$ cat src/common/data_eeprom_consts.svh
// Summary of operation
// - Latch access bit alone selects read/write
// - Read mode returns array byte next cycle
// - Write mode captures writes into latches
// - Start bit programs all written latches
// - Row comes from last captured write
// - Erase and program phases internally timed
// - End clears start, access; raises irq
// - Vector fetch withdraws the interrupt request
// - Latches clear at end, access fall
// - Repeated latch write combines by AND
// - Latch contents are never readable
// - Wait entered now, or after cycle
// - Halt stops at once, abandons cycle
// - Array read in write mode undriven
// - Array write in read mode ignored
// - Cut cycle leaves array data unguaranteed
// - Register bits: irq enable, access, start
// - Access clear refused while programming
// - Register at 002Ch, resets to zero
`ifndef DATA_EEPROM_CONSTS_SVH
`define DATA_EEPROM_CONSTS_SVH

`define CSR_ADDR 16'h002C
`define CSR_RESET 8'h00
`define CSR_PAD 5'h00
`define CSR_BIT_IE 2
`define CSR_BIT_LAT 1
`define CSR_BIT_PGM 0
`define ARRAY_BASE_HI 8'h0C
`define ARRAY_WORDS 256
`define LATCH_COUNT 16
`define LATCH_ALL_CLEAR 16'h0000
`define BYTE_CLEAR 8'h00
`define CLK_PERIOD_NS 50
`define ERASE_TIME_NS 100000
`define PROG_TIME_NS 100000
`define ERASE_CYCLES ((`ERASE_TIME_NS + `CLK_PERIOD_NS - 1) / `CLK_PERIOD_NS)
`define PROG_CYCLES ((`PROG_TIME_NS + `CLK_PERIOD_NS - 1) / `CLK_PERIOD_NS)
`define CNT_ZERO 12'h000

`endif

$ cat src/common/data_eeprom_pkg.sv
`default_nettype none
package data_eeprom_pkg;
  typedef enum logic [2:0] {
    ST_IDLE = 3'b001,
    ST_ERASE = 3'b010,
    ST_PROG = 3'b100
  } prog_state_t;

  // One CPU bus access, valid for one cycle
  typedef struct packed {
    logic rd;
    logic wr;
    logic [15:0] addr;
    logic [7:0] wdata;
  } cpu_req_t;

  typedef struct packed {
    logic ie;
    logic lat;
    logic program_start_bit;
  } ctrl_bits_t;

  typedef struct packed {
    prog_state_t st;
    ctrl_bits_t csr;
    logic [15:0][7:0] latch;
    logic [15:0] latch_used;
    logic [3:0] row;
    logic [11:0] cnt;
    logic irq;
    logic [7:0] rd_data;
    logic data_drive_b;
    logic wait_pend;
    logic wait_mode;
    logic halt_mode;
    logic [255:0][7:0] mem;
  } eeprom_state_t;
endpackage
`default_nettype wire

$ cat src/hdl/data_eeprom_access_ctrl.sv
`include "data_eeprom_consts.svh"
`default_nettype none
module data_eeprom_access_ctrl (
  input wire logic sys_clk,
  input wire logic rst_b,
  input wire data_eeprom_pkg::cpu_req_t cpu_req,
  input wire logic vec_fetch,
  input wire logic wfi_instr,
  input wire logic halt_instr,
  input wire logic wake,
  output logic [7:0] rd_data,
  output logic data_drive_b,
  output logic irq_req,
  output logic wait_mode,
  output logic halt_mode
);
  data_eeprom_pkg::eeprom_state_t q;
  data_eeprom_pkg::eeprom_state_t next_q;

  // Address decode
  logic array_hit;
  logic csr_hit;
  logic busy;
  logic array_wr;
  logic prog_done;
  logic lat_fall;
  logic [15:0][7:0] next_latch;
  logic [15:0] next_used;
  assign array_hit = (cpu_req.addr[15:8] == `ARRAY_BASE_HI);
  assign csr_hit = (cpu_req.addr == `CSR_ADDR);
  assign busy = q.csr.program_start_bit;
  // Capture only in write mode with no cycle running
  assign array_wr = cpu_req.wr && array_hit && q.csr.lat && !busy
    && !q.halt_mode;
  assign prog_done = q.st[2] && (q.cnt == `CNT_ZERO);
  assign lat_fall = q.csr.lat && !next_q.csr.lat;

  // Per-latch capture and AND merge
  genvar gi;
  generate
    for (gi = 0; gi < `LATCH_COUNT; gi++) begin : g_latch
      always_comb begin
        next_latch[gi] = q.latch[gi];
        next_used[gi] = q.latch_used[gi];
        if (array_wr && (cpu_req.addr[3:0] == 4'(gi))) begin
          next_latch[gi] = q.latch_used[gi] ? (q.latch[gi] & cpu_req.wdata)
            : cpu_req.wdata;
          next_used[gi] = 1'b1;
        end
      end

      // A fresh latch takes the written byte; a used one is committed at the end
      chk_latch_capture: assert property (@(posedge sys_clk) disable iff (!rst_b)
        (array_wr && cpu_req.addr[3:0] == 4'(gi) && !q.latch_used[gi]) |=>
        (q.latch_used[gi] && q.latch[gi] == $past(cpu_req.wdata)))
        else $error("array write not captured into latch");

      chk_prog_commit: assert property (@(posedge sys_clk) disable iff (!rst_b)
        (prog_done && q.latch_used[gi] && !(cpu_req.wr && csr_hit)) |=>
        (q.mem[{$past(q.row), 4'(gi)}] == $past(q.latch[gi])))
        else $error("used latch not programmed into row");
    end
  endgenerate

  // Next-state logic
  always_comb begin
    next_q = q;
    next_q.data_drive_b = 1'b1;
    next_q.latch = next_latch;
    next_q.latch_used = next_used;
    // Register and array reads; latches have no read path
    if (cpu_req.rd && csr_hit) begin
      next_q.rd_data = {`CSR_PAD, q.csr.ie, q.csr.lat, q.csr.program_start_bit};
      next_q.data_drive_b = 1'b0;
    end else if (cpu_req.rd && array_hit && !q.csr.lat) begin
      next_q.rd_data = q.mem[cpu_req.addr[7:0]];
      next_q.data_drive_b = 1'b0;
    end
    // Row from the most recent captured write
    if (array_wr) begin
      next_q.row = cpu_req.addr[7:4];
    end
    // Software access to the control register
    if (cpu_req.wr && csr_hit) begin
      next_q.csr.ie = cpu_req.wdata[`CSR_BIT_IE];
      if (cpu_req.wdata[`CSR_BIT_LAT]) begin
        next_q.csr.lat = 1'b1;
      end else if (!q.csr.program_start_bit) begin
        next_q.csr.lat = 1'b0;
      end
      if (cpu_req.wdata[`CSR_BIT_PGM] && q.csr.lat && !q.csr.program_start_bit) begin
        next_q.csr.program_start_bit = 1'b1;
        next_q.st = data_eeprom_pkg::ST_ERASE;
        next_q.cnt = 12'(`ERASE_CYCLES - 1);
      end else if (!cpu_req.wdata[`CSR_BIT_PGM] && q.csr.program_start_bit) begin
        next_q.csr.program_start_bit = 1'b0;
        next_q.st = data_eeprom_pkg::ST_IDLE;
      end
    end
    // Internally timed erase then program
    unique case (q.st)
      data_eeprom_pkg::ST_IDLE: begin
      end
      data_eeprom_pkg::ST_ERASE: begin
        if (next_q.st == data_eeprom_pkg::ST_ERASE) begin
          if (q.cnt == `CNT_ZERO) begin
            next_q.st = data_eeprom_pkg::ST_PROG;
            next_q.cnt = 12'(`PROG_CYCLES - 1);
          end else begin
            next_q.cnt = q.cnt - 12'h001;
          end
        end
      end
      data_eeprom_pkg::ST_PROG: begin
        if (next_q.st == data_eeprom_pkg::ST_PROG) begin
          if (prog_done) begin
            for (int i = 0; i < `LATCH_COUNT; i++) begin
              if (q.latch_used[i]) begin
                next_q.mem[{q.row, 4'(i)}] = q.latch[i];
              end
            end
            next_q.csr.program_start_bit = 1'b0;
            next_q.csr.lat = 1'b0;
            next_q.st = data_eeprom_pkg::ST_IDLE;
          end else begin
            next_q.cnt = q.cnt - 12'h001;
          end
        end
      end
      default: begin
        next_q.st = data_eeprom_pkg::ST_IDLE;
      end
    endcase
    // Interrupt request: set wins over vector fetch
    if (prog_done && q.csr.ie && (next_q.st == data_eeprom_pkg::ST_IDLE)) begin
      next_q.irq = 1'b1;
    end else if (vec_fetch) begin
      next_q.irq = 1'b0;
    end
    // Wait mode entry, deferred until the cycle completes
    if (wfi_instr) begin
      next_q.wait_pend = 1'b1;
    end
    if (next_q.wait_pend && !next_q.csr.program_start_bit) begin
      next_q.wait_mode = 1'b1;
      next_q.wait_pend = 1'b0;
    end
    if (wake) begin
      next_q.wait_mode = 1'b0;
      next_q.halt_mode = 1'b0;
    end
    // Halt abandons any cycle at once
    if (halt_instr) begin
      next_q.halt_mode = 1'b1;
      next_q.csr.program_start_bit = 1'b0;
      next_q.st = data_eeprom_pkg::ST_IDLE;
      next_q.wait_pend = 1'b0;
    end
    // Latches empty at the end of a cycle and whenever write mode is left
    if (prog_done || (q.csr.lat && !next_q.csr.lat)) begin
      next_q.latch = {`LATCH_COUNT{`BYTE_CLEAR}};
      next_q.latch_used = `LATCH_ALL_CLEAR;
    end
  end

  // State register
  always_ff @(posedge sys_clk or negedge rst_b) begin
    if (!rst_b) begin
      q <= '0;
      q.st <= data_eeprom_pkg::ST_IDLE;
      q.csr <= 3'(`CSR_RESET);
      q.data_drive_b <= 1'b1;
    end else begin
      q <= next_q;
    end
  end

  assign rd_data = q.rd_data;
  assign data_drive_b = q.data_drive_b;
  assign irq_req = q.irq;
  assign wait_mode = q.wait_mode;
  assign halt_mode = q.halt_mode;

  // Read mode answers the next cycle with the array byte
  chk_read_mode_data: assert property (@(posedge sys_clk) disable iff (!rst_b)
    (cpu_req.rd && array_hit && !csr_hit && !q.csr.lat) |=>
    (!data_drive_b && rd_data == $past(q.mem[cpu_req.addr[7:0]])))
    else $error("array read did not return data");

  chk_write_mode_float: assert property (@(posedge sys_clk) disable iff (!rst_b)
    (cpu_req.rd && array_hit && !csr_hit && q.csr.lat) |=> data_drive_b)
    else $error("array read in write mode drove bus");

  chk_read_mode_ignore: assert property (@(posedge sys_clk) disable iff (!rst_b)
    (cpu_req.wr && array_hit && !q.csr.lat && !(cpu_req.wr && csr_hit)) |=>
    $stable(q.latch))
    else $error("write in read mode changed latches");

  chk_latch_and_merge: assert property (@(posedge sys_clk) disable iff (!rst_b)
    (array_wr && q.latch_used[cpu_req.addr[3:0]] && !prog_done && !lat_fall) |=>
    q.latch[$past(cpu_req.addr[3:0])] == ($past(q.latch[cpu_req.addr[3:0]])
    & $past(cpu_req.wdata)))
    else $error("repeated latch write not ANDed");

  chk_end_clears_bits: assert property (@(posedge sys_clk) disable iff (!rst_b)
    (prog_done && !halt_instr && !(cpu_req.wr && csr_hit)) |=>
    (!q.csr.program_start_bit && !q.csr.lat && q.latch_used == `LATCH_ALL_CLEAR
    && irq_req == $past(q.csr.ie || irq_req && !vec_fetch)))
    else $error("end of cycle did not clear control bits");

  chk_irq_vec_fetch: assert property (@(posedge sys_clk) disable iff (!rst_b)
    (irq_req && vec_fetch && !prog_done) |=> !irq_req)
    else $error("vector fetch did not withdraw request");

  chk_lat_clear_busy: assert property (@(posedge sys_clk) disable iff (!rst_b)
    (q.csr.program_start_bit && cpu_req.wr && csr_hit && cpu_req.wdata[`CSR_BIT_PGM]
    && !cpu_req.wdata[`CSR_BIT_LAT] && !prog_done && !halt_instr) |=> q.csr.lat)
    else $error("access bit cleared during programming");

  chk_pgm_needs_lat: assert property (@(posedge sys_clk) disable iff (!rst_b)
    (!q.csr.lat && !q.csr.program_start_bit) |=> !q.csr.program_start_bit)
    else $error("programming started from read mode");

  chk_busy_no_capture: assert property (@(posedge sys_clk) disable iff (!rst_b)
    (q.csr.program_start_bit && !prog_done && !lat_fall) |=> $stable(q.latch_used))
    else $error("latches altered while programming");

  chk_halt_stops: assert property (@(posedge sys_clk) disable iff (!rst_b)
    halt_instr |=> (halt_mode && !q.csr.program_start_bit && q.st == data_eeprom_pkg::ST_IDLE))
    else $error("halt did not stop the cycle");

  chk_wait_deferred: assert property (@(posedge sys_clk) disable iff (!rst_b)
    (wfi_instr && !wake) |=> (wait_mode == !q.csr.program_start_bit) || halt_mode)
    else $error("wait entry not as required");

  chk_erase_then_prog: assert property (@(posedge sys_clk) disable iff (!rst_b)
    (q.st == data_eeprom_pkg::ST_ERASE && q.cnt == `CNT_ZERO && q.csr.program_start_bit
    && !halt_instr && !(cpu_req.wr && csr_hit)) |=> (q.st == data_eeprom_pkg::ST_PROG))
    else $error("erase did not chain into program");

  // Register reads and bus drive
  chk_csr_read_value: assert property (@(posedge sys_clk) disable iff (!rst_b)
    (cpu_req.rd && csr_hit) |=> (!data_drive_b && rd_data == {`CSR_PAD,
    $past(q.csr.ie), $past(q.csr.lat), $past(q.csr.program_start_bit)}))
    else $error("control register read value wrong");

  chk_no_stray_drive: assert property (@(posedge sys_clk) disable iff (!rst_b)
    !(cpu_req.rd && (csr_hit || (array_hit && !q.csr.lat))) |=> data_drive_b)
    else $error("bus driven without an answered read");

  // Control register writes
  chk_lat_set_write: assert property (@(posedge sys_clk) disable iff (!rst_b)
    (cpu_req.wr && csr_hit && cpu_req.wdata[`CSR_BIT_LAT] && !prog_done) |=> q.csr.lat)
    else $error("access bit not set by write");

  chk_ie_write: assert property (@(posedge sys_clk) disable iff (!rst_b)
    (cpu_req.wr && csr_hit) |=> (q.csr.ie == $past(cpu_req.wdata[`CSR_BIT_IE])))
    else $error("interrupt enable not written");

  chk_pgm_start: assert property (@(posedge sys_clk) disable iff (!rst_b)
    (cpu_req.wr && csr_hit && cpu_req.wdata[`CSR_BIT_PGM] && q.csr.lat && !q.csr.program_start_bit
    && !halt_instr) |=> (q.csr.program_start_bit && q.st == data_eeprom_pkg::ST_ERASE
    && q.cnt == 12'(`ERASE_CYCLES - 1)))
    else $error("programming cycle did not start");

  chk_sw_abort: assert property (@(posedge sys_clk) disable iff (!rst_b)
    (cpu_req.wr && csr_hit && !cpu_req.wdata[`CSR_BIT_PGM] && q.csr.program_start_bit) |=>
    (!q.csr.program_start_bit && q.st == data_eeprom_pkg::ST_IDLE))
    else $error("software abort did not stop the cycle");

  // Internal timing of both phases
  chk_erase_countdown: assert property (@(posedge sys_clk) disable iff (!rst_b)
    (q.st == data_eeprom_pkg::ST_ERASE && q.cnt != `CNT_ZERO && !halt_instr
    && !(cpu_req.wr && csr_hit)) |=>
    (q.st == data_eeprom_pkg::ST_ERASE && q.cnt == $past(q.cnt) - 12'h001))
    else $error("erase counter did not step");

  chk_prog_countdown: assert property (@(posedge sys_clk) disable iff (!rst_b)
    (q.st == data_eeprom_pkg::ST_PROG && q.cnt != `CNT_ZERO && !halt_instr
    && !(cpu_req.wr && csr_hit)) |=>
    (q.st == data_eeprom_pkg::ST_PROG && q.cnt == $past(q.cnt) - 12'h001))
    else $error("program counter did not step");

  chk_prog_to_idle: assert property (@(posedge sys_clk) disable iff (!rst_b)
    (prog_done && !(cpu_req.wr && csr_hit)) |=> (q.st == data_eeprom_pkg::ST_IDLE))
    else $error("cycle did not return to idle");

  // Interrupt request only from the end of a cycle, held until the vector fetch
  chk_irq_source: assert property (@(posedge sys_clk) disable iff (!rst_b)
    (!irq_req && !(prog_done && q.csr.ie)) |=> !irq_req)
    else $error("interrupt raised without end of cycle");

  chk_irq_holds: assert property (@(posedge sys_clk) disable iff (!rst_b)
    (irq_req && !vec_fetch) |=> irq_req)
    else $error("interrupt dropped without vector fetch");

  // Latch clearing
  chk_latch_hold: assert property (@(posedge sys_clk) disable iff (!rst_b)
    (!prog_done && !lat_fall && !array_wr) |=> $stable(q.latch_used))
    else $error("latches changed without cause");

  chk_lat_fall_clear: assert property (@(posedge sys_clk) disable iff (!rst_b)
    lat_fall |=> (q.latch_used == `LATCH_ALL_CLEAR))
    else $error("leaving write mode kept latches");

  // Array and row bookkeeping
  chk_mem_hold: assert property (@(posedge sys_clk) disable iff (!rst_b)
    !prog_done |=> $stable(q.mem))
    else $error("array changed outside cycle end");

  chk_row_capture: assert property (@(posedge sys_clk) disable iff (!rst_b)
    array_wr |=> (q.row == $past(cpu_req.addr[7:4])))
    else $error("row not taken from captured write");

  chk_row_hold: assert property (@(posedge sys_clk) disable iff (!rst_b)
    !array_wr |=> $stable(q.row))
    else $error("row changed without captured write");

  // Power saving modes
  chk_wait_idle_hold: assert property (@(posedge sys_clk) disable iff (!rst_b)
    (!wait_mode && !wfi_instr && !q.wait_pend) |=> !wait_mode)
    else $error("wait entered without instruction");

  chk_wake_clears: assert property (@(posedge sys_clk) disable iff (!rst_b)
    (wake && !halt_instr) |=> (!wait_mode && !halt_mode))
    else $error("wake did not leave low power");

  chk_halt_keeps_lat: assert property (@(posedge sys_clk) disable iff (!rst_b)
    (halt_instr && !prog_done && !(cpu_req.wr && csr_hit)) |=>
    (q.csr.lat == $past(q.csr.lat)))
    else $error("halt changed the access bit");
endmodule
`default_nettype wire

$ cat config.mk
export PLATFORM = sky130hd
export DESIGN_NAME = data_eeprom_access_ctrl
export DESIGN_NICKNAME = d
export VERILOG_FILES = /design/src/common/data_eeprom_pkg.sv /design/src/hdl/data_eeprom_access_ctrl.sv
export VERILOG_INCLUDE_DIRS = /design/src /design/src/common
export SDC_FILE = /design/constraint.sdc
export NUM_CORES = 2
export LEC_CHECK = 0
export BUFFER_PORTS_ARGS = -buffer_cell sky130_fd_sc_hd__buf_2
export CORE_UTILIZATION = 59
export DETAILED_ROUTE_END_ITERATION = 16
export PLACE_DENSITY = 0.75
export SYNTH_ARGS = -nofsm -noshare
export SYNTH_HDL_FRONTEND = slang
export SYNTH_SLANG_ARGS = --single-unit
$ cat constraint.sdc
create_clock -name sys_clk -period 2.9 [get_ports sys_clk]
set_input_delay 0.435 -clock sys_clk [delete_from_list [all_inputs] [get_ports sys_clk]]
set_output_delay 0.435 -clock sys_clk [all_outputs]
set_load 0.02 [all_outputs]
==> results.cfg <==
[power]
power_mw = 64.0
ir_worst_vdd_mv = 0.628
p_per_area_nw_per_um2 = 528
p_leak_nw = 60.7
p_int_mw = 49.2
pwr-share-clk = 0.469
p_sw_mw = 14.8
pwr-share-comb = 0.045
power_frac_seq = 0.486
swShare = 0.231

[placed_design]
place_ws_ns = -0.880
routabilityCongestion = 1.11
dpl.hpwl_um = 305000
numPortBuffers = 43

[clock_tree]
cts_root_buffer = clkbuf_16
insertion_delay_ns = 0.91
cts_buffers = 223
htree_levels = 4
clock_tree.buffer_depth = 3
path_clk_slew_ns = 0.08
cts_sinks = 2227
cts_tree = yes

[sta]
rsz0062_at_grt = no
fin_hold_ws_ns = 0.124
fmax_ghz = 0.336
fin_ws_ns = -0.0761
drv_slew = 0
final.period_utilization = 1.03
setup_viol = 1
setup-tns-final_ns = -0.0761
max_slew_margin = 0.0646
worst_pin_slew_ns = 1.40
finalCriticalPeriod_ns = 2.98
skew_ns = 0.0417
finalHoldViolCount = 0

[die]
core_area_um2 = 168000
dieArea_um2 = 172000
die_h_um = 414
start_util = 0.597
std_cell_rows = 150
die_x_um = 414
ioPinCount = 44

[setup_path]
critPathMostFrequentCell = buf_4
start_kind = flop
crit_fanout = 2
path_cells = mux2i_1 > o22ai_1 > buf_4 > a211oi_2 > buf_4 > a22o_1 > buf_4 > a2111oi_0 > o22ai_1 > o211ai_1
cpPeakStageDelay_ns = 0.51
slowest_stage = a211oi_2
critPathRequiredTime_ns = 3.69
end_kind = flop
path_class = reg2reg
critPathArrivalTime_ns = 3.77

[final_layout]
final_common_cell = dfrtp_1
final_nets = 7674
mostFrequentLayoutCells = dfrtp_1 (2225), mux2_2 (1417), buf_4 (989), mux2_1 (640), mux4_2 (413)
drive_gt1_frac = 0.477
synthToLayoutAreaGrowth_pct = 21.0
utilization = 0.722

[synthesis]
synth_ff_type = dfrtp_1
synthDistinctLibCells = 72
syn_nets = 6604
ys_ff_latch = 2227
synth_top_area_frac = 0.555
synthArstFlopShare = 1.00
synth_top_cell_by_area = dfrtp_1
synth_warnings = 0
synthCells = 6571
yosysSeqAreaShare = 0.556
synth_area_um2 = 100000
synth.area.top_cells = dfrtp_1 (56%), mux2_2 (16%), mux4_2 (9.3%)
synth-edff-count = 0
avgSynthCellArea_um2 = 15.3

[drt]
finalWirelength_um = 425000
wl_per_cell_um = 42.3
ant_nets = 0
firstDrtPassIters = 7
viasPerCell = 7.07
drc_errors = 0
drtIter0Drc = 9602
vias = 71100

[global_routing]
grt_pass1_wl_um = 584000
grt_antenna_before_repair = 55
grt_pass1_vias = 71500
grt_usage = 0.500
grt_remaining_overflow = 0
grt_max_degree = 93

[hold_path]
hp-class = in2reg

[outcome]
violations = setup timing
status = finished with violations

[job]
maxCapViolations = 0
-- synth_stat cells (30+ instances only) --
cell	n
nand2_1	248
buf_1	39
mux4_2	413
buf_4	30
a22oi_1	85
buf_2	112
o21ai_0	37
mux2_2	1417
a22o_1	33
o22ai_1	92
dfrtp_1	2225
mux2_1	640
a211oi_1	44
clkbuf_1	232
mux2i_1	230
a21oi_1	79
nand2_2	100
nor2_1	68
o221a_2	128
-- per-stage QoR --
step           area [um2]  std cells
2_1_floorplan      100000       6571
3_3_place_gp       113000       9609
6_report           121000      10100
5_1_grt            121000      10000
3_5_place_dp       113000       9609
4_1_cts            121000      10000
-- layer usage --
| metal | routed length [um] | part of all wire | track usage | vias to the layer above |
|---|---|---|---|---|
| li1 | - | - | - | 27000 |
| met1 | 150000 | 0.35 | 0.626 | 37800 |
| met2 | 183000 | 0.43 | 0.718 | 4868 |
| met3 | 47300 | 0.11 | 0.148 | 1345 |
| met4 | 44000 | 0.10 | 0.419 | 34 |
| met5 | 237 | 0.00056 | 0 | - |
-- worst paths after layout --
| path | start | endpoint | slack [ns] | cells after the start |
|---|---|---|---|---|
| worst max-delay path | q[639]$_DFFE_PN0P_ | rd_data[7]$_DFFE_PN0N_ | -0.08 | 10 |
| worst min-delay path | cpu_req[24] | q[2223]$_DFFE_PN0N_ | 0.12 | 5 |
| worst max register to register | q[639]$_DFFE_PN0P_ | rd_data[7]$_DFFE_PN0N_ | -0.08 | 10 |
| worst min register to register | q[1076]$_DFFE_PN0P_ | q[1076]$_DFFE_PN0P_ | 0.49 | 1 |
| max in group asynchronous | rst_b | data_drive_b$_DFF_PN1_ | 1.49 | 4 |
| min in group asynchronous | rst_b | q[324]$_DFFE_PN0P_ | 0.19 | 2 |
-- layout make-up --
cell class	instances	area [um2]
repair buffers	1264	12300
clock inverters	77	966
multi-input cells	3898	42700
diodes	21	52.6
well taps	2204	2760
flip-flops and latches	2227	55700
fillers	10900	46700
clock buffers	337	6680
inverters	27	101
-- registers in the layout, summed over array words and instances (netlist names) --
name	cells
busy	1
rd_data	8
q	2214
irq_req	1
halt_mode	1
data_drive_b	1
wait_mode	1
-- cells by family after synthesis --
family                   Yosys count  synth area share
flip-flops                      2227             0.556
multiplexers                    2700             0.347
XOR/XNOR                           2          0.000175
buffers and inverters            446            0.0197
AO/OA/AOI/OAI                    604            0.0472
adder cells (fa/ha/maj)            1          0.000125
AND/OR/NAND/NOR                  591            0.0301
-- power groups by stage --
stage          logic [mW]  clock network (mW)  registers (mW)
4_1_cts              2.85                30.1            31.1
3_5_place_dp         2.84                   0            31.7
2_1_floorplan       0.924                   0            31.7
3_3_place_gp         2.81                   0            31.7
6_report             2.90                30.0            31.1
5_1_grt              3.03                31.2            31.1
-- what timing repair did --
| item | 4_1_cts | 5_1_grt |
|---|---|---|
| gates resized for setup | 2 | 9 |
| pin swaps | 2 | 3 |
| endpoints found under the setup margin | 319 | 320 |
| buffers inserted | 2 | 3 |
| hold buffers | 6 | 0 |
| endpoints found under the hold margin | 111 | 0 |
-- worst max-delay path: cells and delay by family (launching register included) --
| family | cells | cell delay (ns) |
|---|---|---|
| DFF | 1 | 0.38 |
| buffers and inverters | 3 | 0.68 |
| AOI/OAI and AO/OA | 6 | 1.37 |
| muxes | 1 | 0.45 |
Power figures use the tool's default switching activity.
